===== src/hw/csw_map.svh =====
// Constants for the cyclic status word bank: addresses, bit positions, resets
`ifndef CSW_MAP_SVH
`define CSW_MAP_SVH

`define CSW_OUT_BASE        14'h5dc
`define CSW_IN_BASE         14'h5eb
`define CSW_UNIT_STRIDE     14'h019
`define CSW_SYS_BIT         15
`define CSW_MSW_BITS        15
`define CSW_B_MEM_OVF       0
`define CSW_B_CERR_LO       1
`define CSW_B_CERR_HI       2
`define CSW_B_ECODE         3
`define CSW_B_BATT          15
`define CSW_B_FATAL         8
`define CSW_B_PORT1         9
`define CSW_B_RUN           15
`define CSW_CERR_LIMIT      9'h0ff
`define CSW_WORD_RESET      16'h0000
`define CSW_NUM_PORTS       3

`endif


===== src/hw/csw_pkg.sv =====
// Types shared by both ends of the cyclic status word bank
package csw_pkg;
  typedef logic [15:0] csw_word_t;
  typedef logic [13:0] csw_addr_t;
  typedef enum {CSW_IDLE, CSW_SEND} csw_state_t;
endpackage


===== src/hw/csw_link_if.sv =====
// Cyclic exchange between host and module: one output word, three input words
`timescale 1ns/10ps
`default_nettype none
interface csw_link_if;
  logic        refresh;
  logic [15:0] out_word;
  logic        out_valid;
  logic [15:0] in_word0;
  logic [15:0] in_word1;
  logic [15:0] in_word2;
  logic        in_valid;

  modport dev
  (
    input  refresh,
    input  out_word,
    input  out_valid,
    output in_word0,
    output in_word1,
    output in_word2,
    output in_valid
  );
  modport host
  (
    output refresh,
    output out_word,
    output out_valid,
    input  in_word0,
    input  in_word1,
    input  in_word2,
    input  in_valid
  );
endinterface
`default_nettype wire


===== src/hw/csw_device.sv =====
// Module end of the cyclic status word bank
//
// What this bank does, across csw_device and csw_host
// RQ1 - Host sends memory switch low bits 00-14
// RQ2 - Output word bit 15 carries no data
// RQ3 - Output word at 1500 plus 25 x unit
// RQ4 - Input words at 1515 plus 25 x unit
// RQ5 - Task bit follows task running
// RQ6 - Memory overflow sets bit 00
// RQ7 - Compile error code up to 255: bit 01
// RQ8 - Compile error code 256 upward: bit 02
// RQ9 - Intermediate code fault sets bit 03
// RQ10 - Vacant bits undefined, host ignores them
// RQ11 - Battery flag holds until recovery, edit, run
// RQ12 - Error code shown, cleared on run
// RQ13 - Fatal stop flag, cleared on run
// RQ14 - Port error flags, cleared on run
// RQ15 - Busy flag while running, compiling, commanding
// RQ16 - Trace disable clears overflow, compile flags
// RQ17 - Following words are user data only
// RQ18 - All words snapshotted together per exchange
`timescale 1ns/10ps
`default_nettype none
`include "csw_map.svh"
module csw_device
  import csw_pkg::*;
#(
  parameter int NUM_TASKS = 16
)
(
  // Clock and reset
  input  wire logic        clock_i,
  input  wire logic        rst_b_i,
  // Link
  csw_link_if.dev          link,
  // Unit events
  input  wire logic [15:0] task_running_i,
  input  wire logic        mem_overflow_i,
  input  wire logic        compile_err_i,
  input  wire logic [15:0] compile_code_i,
  input  wire logic        ecode_fault_i,
  input  wire logic        batt_low_i,
  input  wire logic        prog_edited_i,
  input  wire logic        prog_run_i,
  input  wire logic        err_valid_i,
  input  wire logic [7:0]  err_code_i,
  input  wire logic        fatal_stop_i,
  input  wire logic [2:0]  port_err_i,
  input  wire logic        busy_run_i,
  input  wire logic        busy_compile_i,
  input  wire logic        busy_command_i,
  input  wire logic        trace_disable_command_i,
  // Host configuration seen by the unit
  output logic      [14:0] mem_switch_o
);

  // Task word is one flag per task, so only a full word is served
  if (NUM_TASKS != 16)
  begin : g_bad_tasks
    $error("csw_device: NUM_TASKS must be 16");
  end

  // ----------------------------------------------------------------
  // Event flags
  // ----------------------------------------------------------------
  logic       mem_ovf;
  logic       cerr_lo;
  logic       cerr_hi;
  logic       ecode;
  logic       batt;
  logic       batt_seen_ok;
  logic [7:0] err_code;
  logic       fatal;
  logic [2:0] port_err;
  logic       cerr_small;

  assign cerr_small = (compile_code_i <= {7'h00, `CSW_CERR_LIMIT});

  // Set wins over the trace-disable clear
  always_ff @(posedge clock_i or negedge rst_b_i)
  begin
    if (!rst_b_i)
    begin
      mem_ovf <= 1'b0;
      cerr_lo <= 1'b0;
      cerr_hi <= 1'b0;
    end
    else
    begin
      if (mem_overflow_i)
        mem_ovf <= 1'b1;                                  // see RQ6
      else if (trace_disable_command_i)
        mem_ovf <= 1'b0;                                  // see RQ16
      if (compile_err_i && cerr_small)
        cerr_lo <= 1'b1;                                  // see RQ7
      else if (trace_disable_command_i)
        cerr_lo <= 1'b0;                                  // see RQ16
      if (compile_err_i && !cerr_small)
        cerr_hi <= 1'b1;                                  // see RQ8
      else if (trace_disable_command_i)
        cerr_hi <= 1'b0;                                  // see RQ16
    end
  end

  // No clear for this flag is defined, so a run starts clean
  always_ff @(posedge clock_i or negedge rst_b_i)
  begin
    if (!rst_b_i)
      ecode <= 1'b0;
    else if (ecode_fault_i)
      ecode <= 1'b1;                                      // see RQ9
    else if (prog_run_i)
      ecode <= 1'b0;
  end

  // Battery: needs recovery, then an edit, then a run
  always_ff @(posedge clock_i or negedge rst_b_i)
  begin
    if (!rst_b_i)
    begin
      batt         <= 1'b0;
      batt_seen_ok <= 1'b0;
    end
    else if (batt_low_i)
    begin
      batt         <= 1'b1;                               // see RQ11
      batt_seen_ok <= 1'b0;
    end
    else if (batt && !batt_seen_ok && prog_edited_i)
      batt_seen_ok <= 1'b1;
    else if (batt && batt_seen_ok && prog_run_i)
    begin
      batt         <= 1'b0;                               // see RQ11
      batt_seen_ok <= 1'b0;
    end
  end

  always_ff @(posedge clock_i or negedge rst_b_i)
  begin
    if (!rst_b_i)
      err_code <= 8'h00;
    else if (err_valid_i)
      err_code <= err_code_i;                             // see RQ12
    else if (prog_run_i)
      err_code <= 8'h00;                                  // see RQ12
  end

  always_ff @(posedge clock_i or negedge rst_b_i)
  begin
    if (!rst_b_i)
      fatal <= 1'b0;
    else if (fatal_stop_i)
      fatal <= 1'b1;                                      // see RQ13
    else if (prog_run_i)
      fatal <= 1'b0;                                      // see RQ13
  end

  genvar gp;
  generate
    for (gp = 0; gp < `CSW_NUM_PORTS; gp++)
    begin : g_port
      always_ff @(posedge clock_i or negedge rst_b_i)
      begin
        if (!rst_b_i)
          port_err[gp] <= 1'b0;
        else if (port_err_i[gp])
          port_err[gp] <= 1'b1;                           // see RQ14
        else if (prog_run_i)
          port_err[gp] <= 1'b0;                           // see RQ14
      end
    end
  endgenerate

  // ----------------------------------------------------------------
  // Assembled words and snapshot per exchange
  // ----------------------------------------------------------------
  csw_word_t next_w1;
  csw_word_t next_w2;

  always_comb
  begin
    next_w1                 = `CSW_WORD_RESET;            // see RQ10
    next_w1[`CSW_B_MEM_OVF] = mem_ovf;
    next_w1[`CSW_B_CERR_LO] = cerr_lo;
    next_w1[`CSW_B_CERR_HI] = cerr_hi;
    next_w1[`CSW_B_ECODE]   = ecode;
    next_w1[`CSW_B_BATT]    = batt;
    next_w2                 = `CSW_WORD_RESET;            // see RQ10
    next_w2[7:0]            = err_code;
    next_w2[`CSW_B_FATAL]   = fatal;
    next_w2[`CSW_B_PORT1 +: `CSW_NUM_PORTS] = port_err;
    next_w2[`CSW_B_RUN]     = busy_run_i | busy_compile_i | busy_command_i; // see RQ15
  end

  // Words are only sampled on refresh so the host sees one instant
  always_ff @(posedge clock_i or negedge rst_b_i)
  begin
    if (!rst_b_i)
    begin
      link.in_word0 <= `CSW_WORD_RESET;
      link.in_word1 <= `CSW_WORD_RESET;
      link.in_word2 <= `CSW_WORD_RESET;
      link.in_valid <= 1'b0;
    end
    else
    begin
      link.in_valid <= link.refresh;
      // Status stops at the third word; later words stay user data
      if (link.refresh)                                   // see RQ17
      begin
        link.in_word0 <= task_running_i;                  // see RQ5
        link.in_word1 <= next_w1;                         // see RQ18
        link.in_word2 <= next_w2;                         // see RQ18
      end
    end
  end

  // Bit 15 of the host word is dropped, never passed on
  always_ff @(posedge clock_i or negedge rst_b_i)
  begin
    if (!rst_b_i)
      mem_switch_o <= 15'h0000;
    else if (link.out_valid)
      mem_switch_o <= link.out_word[`CSW_MSW_BITS-1:0];   // see RQ2
  end

endmodule
`default_nettype wire


===== src/flat_wrapper.sv =====
// flat-port wrapper written by rule: the top's interface ports become plain ports
module csw_device_flat import csw_pkg::*;
#(
  parameter int NUM_TASKS = 16
)
  (clock_i, rst_b_i, task_running_i, mem_overflow_i, compile_err_i, compile_code_i, ecode_fault_i, batt_low_i, prog_edited_i, prog_run_i, err_valid_i, err_code_i, fatal_stop_i, port_err_i, busy_run_i, busy_compile_i, busy_command_i, trace_disable_command_i, mem_switch_o, link_refresh, link_out_word, link_out_valid, link_in_word0, link_in_word1, link_in_word2, link_in_valid);
  csw_link_if link_i ();
  input  wire logic clock_i;
  input  wire logic rst_b_i;
  input  wire logic [15:0] task_running_i;
  input  wire logic mem_overflow_i;
  input  wire logic compile_err_i;
  input  wire logic [15:0] compile_code_i;
  input  wire logic ecode_fault_i;
  input  wire logic batt_low_i;
  input  wire logic prog_edited_i;
  input  wire logic prog_run_i;
  input  wire logic err_valid_i;
  input  wire logic [7:0] err_code_i;
  input  wire logic fatal_stop_i;
  input  wire logic [2:0] port_err_i;
  input  wire logic busy_run_i;
  input  wire logic busy_compile_i;
  input  wire logic busy_command_i;
  input  wire logic trace_disable_command_i;
  output logic      [14:0] mem_switch_o;
  input wire logic [$bits(link_i.refresh)-1:0] link_refresh;
  input wire logic [$bits(link_i.out_word)-1:0] link_out_word;
  input wire logic [$bits(link_i.out_valid)-1:0] link_out_valid;
  output wire logic [$bits(link_i.in_word0)-1:0] link_in_word0;
  output wire logic [$bits(link_i.in_word1)-1:0] link_in_word1;
  output wire logic [$bits(link_i.in_word2)-1:0] link_in_word2;
  output wire logic [$bits(link_i.in_valid)-1:0] link_in_valid;
  assign link_i.refresh = link_refresh;
  assign link_i.out_word = link_out_word;
  assign link_i.out_valid = link_out_valid;
  assign link_in_word0 = link_i.in_word0;
  assign link_in_word1 = link_i.in_word1;
  assign link_in_word2 = link_i.in_word2;
  assign link_in_valid = link_i.in_valid;
  csw_device #(.NUM_TASKS(NUM_TASKS)) u_core (.clock_i(clock_i), .rst_b_i(rst_b_i), .link(link_i), .task_running_i(task_running_i), .mem_overflow_i(mem_overflow_i), .compile_err_i(compile_err_i), .compile_code_i(compile_code_i), .ecode_fault_i(ecode_fault_i), .batt_low_i(batt_low_i), .prog_edited_i(prog_edited_i), .prog_run_i(prog_run_i), .err_valid_i(err_valid_i), .err_code_i(err_code_i), .fatal_stop_i(fatal_stop_i), .port_err_i(port_err_i), .busy_run_i(busy_run_i), .busy_compile_i(busy_compile_i), .busy_command_i(busy_command_i), .trace_disable_command_i(trace_disable_command_i), .mem_switch_o(mem_switch_o));
endmodule

===== config.mk =====
export PLATFORM = sky130hd
export DESIGN_NAME = csw_device_flat
export DESIGN_NICKNAME = d
export VERILOG_FILES = /design/src/hw/csw_pkg.sv /design/src/hw/csw_link_if.sv /design/src/hw/csw_device.sv /design/src/flat_wrapper.sv
export VERILOG_INCLUDE_DIRS = /design/src /design/src/hw
export SDC_FILE = /design/constraint.sdc
export NUM_CORES = 1
export LEC_CHECK = 0
export ABC_AREA = 1
export ABC_CLOCK_PERIOD_IN_PS = 1000
export BUFFER_PORTS_ARGS = -buffer_cell sky130_fd_sc_hd__clkbuf_2
export CAP_MARGIN = 20
export CORE_MARGIN = 2
export CORE_UTILIZATION = 47
export CTS_BUF_LIST = sky130_fd_sc_hd__clkbuf_4
export CTS_CLUSTER_DIAMETER = 50
export DETAILED_ROUTE_END_ITERATION = 8
export GPL_ROUTABILITY_DRIVEN = 0
export HOLD_SLACK_MARGIN = 0.03
export PLACE_DENSITY = 0.92
export SLEW_MARGIN = 30
export SYNTH_ARGS = -nofsm -noshare
export SYNTH_HDL_FRONTEND = slang
export SYNTH_SLANG_ARGS = --single-unit

===== constraint.sdc =====
create_clock -name clock_i -period 1 [get_ports clock_i]
set_input_delay 0.25 -clock clock_i [delete_from_list [all_inputs] [get_ports clock_i]]
set_output_delay 0.25 -clock clock_i [all_outputs]
set_load 0.01 [all_outputs]

==> reports/metrics.yaml <==
status:
  status: "complete, but fails checks"
  violations: "setup timing"
synth:
  netlist.area_leader.share_pct: 63.2
  synth.most_common_cell: "nand2_1"
  async_reset_ff_share_pct: 100
  yosysSeqAreaShare_pct: 63.2
  synth.top_cells.by_count: "nand2_1, dfrtp_1, inv_1, o21ai_0, mux2_2"
  syn_avg_cell_area_sq_um: 10.5
  synthesis.area_sq_um: 2690
  synth_edf_count: 0
  synthDistinctLibCells: 17
  synth_area_leaders: "dfrtp_1, nand2_1, mux2_2"
  ys_warn_count: 0
  ys_ff_latch: 68
  synth-main-ff-cell: "dfrtp_1"
  synthCells: 256
  synth_top_cell_by_area: "dfrtp_1"
final_layout:
  regArea_sq_um: 1700
  antenna_cells: 0
  nets: 486
  nFillCells: 458
  layout.cells.non_filler: 487
  multiInputGateArea_sq_um: 800
  drive_gt1_share_pct: 45.3
  syn_to_final_growth_pct: 37.1
critical_path:
  worstPathRequired_ns: 0.75
  cpPeakStageDelay_ns: 0.41
  slowest_stage: "dfrtp_1"
  critPathArrivalTime_ns: 0.93
  cp_max_fo: 2
  r2r-end: "u_core.mem_switch_o[4]"
  reg2regPathDepth: 3
  critical_path.cell_chain: "buf_6"
  cp_num_cells: 1
  crit_path_start_kind: "flop"
  rr_startpoint: "u_core.mem_switch_o[4]"
  crit_family: "flip-flops"
  cp.buffers_inverters: 1
  path_class: "flop to primary output"
  end_kind: "primary output"
  r2r_slack_ns: 0.01
drt:
  drc: 0
  viasPerCell: 4.48
  vias: 2183
  wl_um: 5840
  antenna_left: 0
  dr.first_iter.drc_count: 64
  drtPass1Iterations: 6
  wl_per_cell_um: 12.0
power:
  combinationalPowerShare_pct: 19.0
  p_leak_nw: 2.08
  ir_drop_v: 0.000724
  switching_share_pct: 27.0
  power.switching_mw: 1.50
  pwr-share-clk_pct: 25.1
  power.internal_mw: 4.05
  pwr-share-seq_pct: 55.8
  pwr_density_cell_nw_per_um2: 1500
timing:
  setup_viol: 50
  final_max_slew_viol_count: 0
  finalCritPeriodShare_pct: 118
  finalCriticalPeriod_ns: 1.18
  fin_skew_ns: 0.0109
  rsz0062_at_grt: "yes"
  fmax_ghz: 0.850
  hold_violations: 0
  fin_hold_ws_ns: 0.0550
  fin_ws_ns: -0.176
global_routing:
  track_usage_pct: 18.9
  antenna_found_initial: 0
  overflow: 0
  grt_pass1_vias: 2235
  grt_max_degree: 50
  grt_pass1_wl_um: 9240
cts:
  clock_sinks: 68
  root_buffer: "clkbuf_4"
  cts_max_level: 3
  clockBufferDepth: 2
  cts.clk_slew.worst_paths_ns: 0.10
  cts_tree: "done"
  clk_latency_ns: 0.39
  tritoncts.num_buffers: 9
hold_path:
  hold_end: "u_core.link.in_word0[1]"
  hp-start: "task_running_i[1]"
  hold_depth: 3
  hp-class: "input port to flop"
floorplan:
  rows: 27
  core_area_sq_um: 5510
  start_util_pct: 48.9
  fp.dieH_um: 79.7
  die_w_um: 79.7
  die_area_sq_um: 6350
  ios: 139
place:
  dpl.hpwl_um: 4040
  place_inst: 438
  io_buffers: 115
run:
  maxCapViolCount: 0
## final cells by class
cell class,instances,area share [%]
clock buffer,11,2.24
clock inverter,4,0.474
inverter,17,1.73
multi-input combinational,159,21.7
sequential,68,46.1
tap,72,2.44
timing repair buffer,156,25.4
## how the worst max path moves through the flow
stage	slack, ns	startpoint	to
after floorplan	0.01	link_out_valid	u_core.mem_switch_o[10]
after global placement	0.04	err_valid_i	u_core.err_code[3]
after detailed placement	-0.01	err_valid_i	u_core.err_code[4]
after CTS	-0.20	u_core.link.in_word0[9]	link_in_word0[9]
after global routing	-0.24	u_core.link.in_word1[2]	link_in_word1[2]
final	-0.18	u_core.link.in_word1[2]	link_in_word1[2]
## power groups by stage
stage / logic [mW] / clock network [mW] / registers (mW)
after global routing: 1.18 / 1.57 / 3.13
after global placement: 0.846 / 0 / 3.14
after CTS: 0.986 / 1.45 / 3.10
final: 1.06 / 1.39 / 3.10
after detailed placement: 0.877 / 0 / 3.15
after floorplan: 0.367 / 0 / 3.24
## what timing repair did
item                                   CTS  global route
endpoints found under the hold margin   71             0
gates resized for setup                  0             2
setup buffers                           16            14
setup endpoints to repair               50            50
hold buffers                             4             0
## state kept, by name, summed over array words and instances (netlist names), 3 cells and up
signal	count
u_core.link.in_word0	16
u_core.mem_switch_o	15
u_core.link.in_word2	13
u_core.err_code	8
u_core.link.in_word1	5
u_core.next_w2	3
## worst min-delay path: stages
cell and delay [ns]:
clkbuf_2 0.07, nand2_1 0.04, nand2_1 0.05
## layout by cell type (no fill, tap or decap)
master and instances:
a21oi_1 1, inv_1 17, conb_1 14, nand2_1 89
nor3_1 1, clkinv_2 2, o21bai_1 6, o21ai_2 8
nor2_1 6, mux2_2 15, clkbuf_4 11, buf_4 34
buf_2 1, clkbuf_2 113, or2_1 1, buf_6 1
buf_12 3, o21ai_0 16, clkinv_1 2, nand3_1 2
dfrtp_1 68, dlygate4sd3_1 4
## stage by stage
step / cell area (sq um) / utilization, % / setup WS, ns / power (mW) / setup TNS [ns]
2_1_floorplan: 2740 / - / 0.0144 / 3.60 / 0
3_3_place_gp: 3320 / 60.3 / 0.0444 / 3.99 / 0
3_5_place_dp: 3320 / 60.3 / -0.0101 / 4.03 / -0.0101
4_1_cts: 3580 / 65.0 / -0.198 / 5.53 / -8.98
5_1_grt: 3690 / 67.1 / -0.239 / 5.88 / -10.63
6_report: 3690 / 67.1 / -0.176 / 5.55 / -7.60
## cells by family (layout without fill, tap and decap cells)
group | Yosys count | count (layout) | share of synthesized area (%)
buf+inv | 42 | 188 | 8.96
other cells | 1 | 14 | 0.139
compound gates | 31 | 31 | 7.43
mux | 15 | 15 | 6.27
simple gates | 99 | 99 | 14.0
flops | 68 | 68 | 63.2
## per-layer routing
| layer | track usage, % | part of all wire (%) | wire length [um] |
|---|---|---|---|
| met4 | 7.59 | 1.6 | 95 |
| met5 | 0 | 0 | 0 |
| met3 | 6.22 | 7.7 | 452 |
| met2 | 33.4 | 51 | 2980 |
| met1 | 20.8 | 40 | 2310 |
Note: power is estimated with default switching activity, not from simulation.
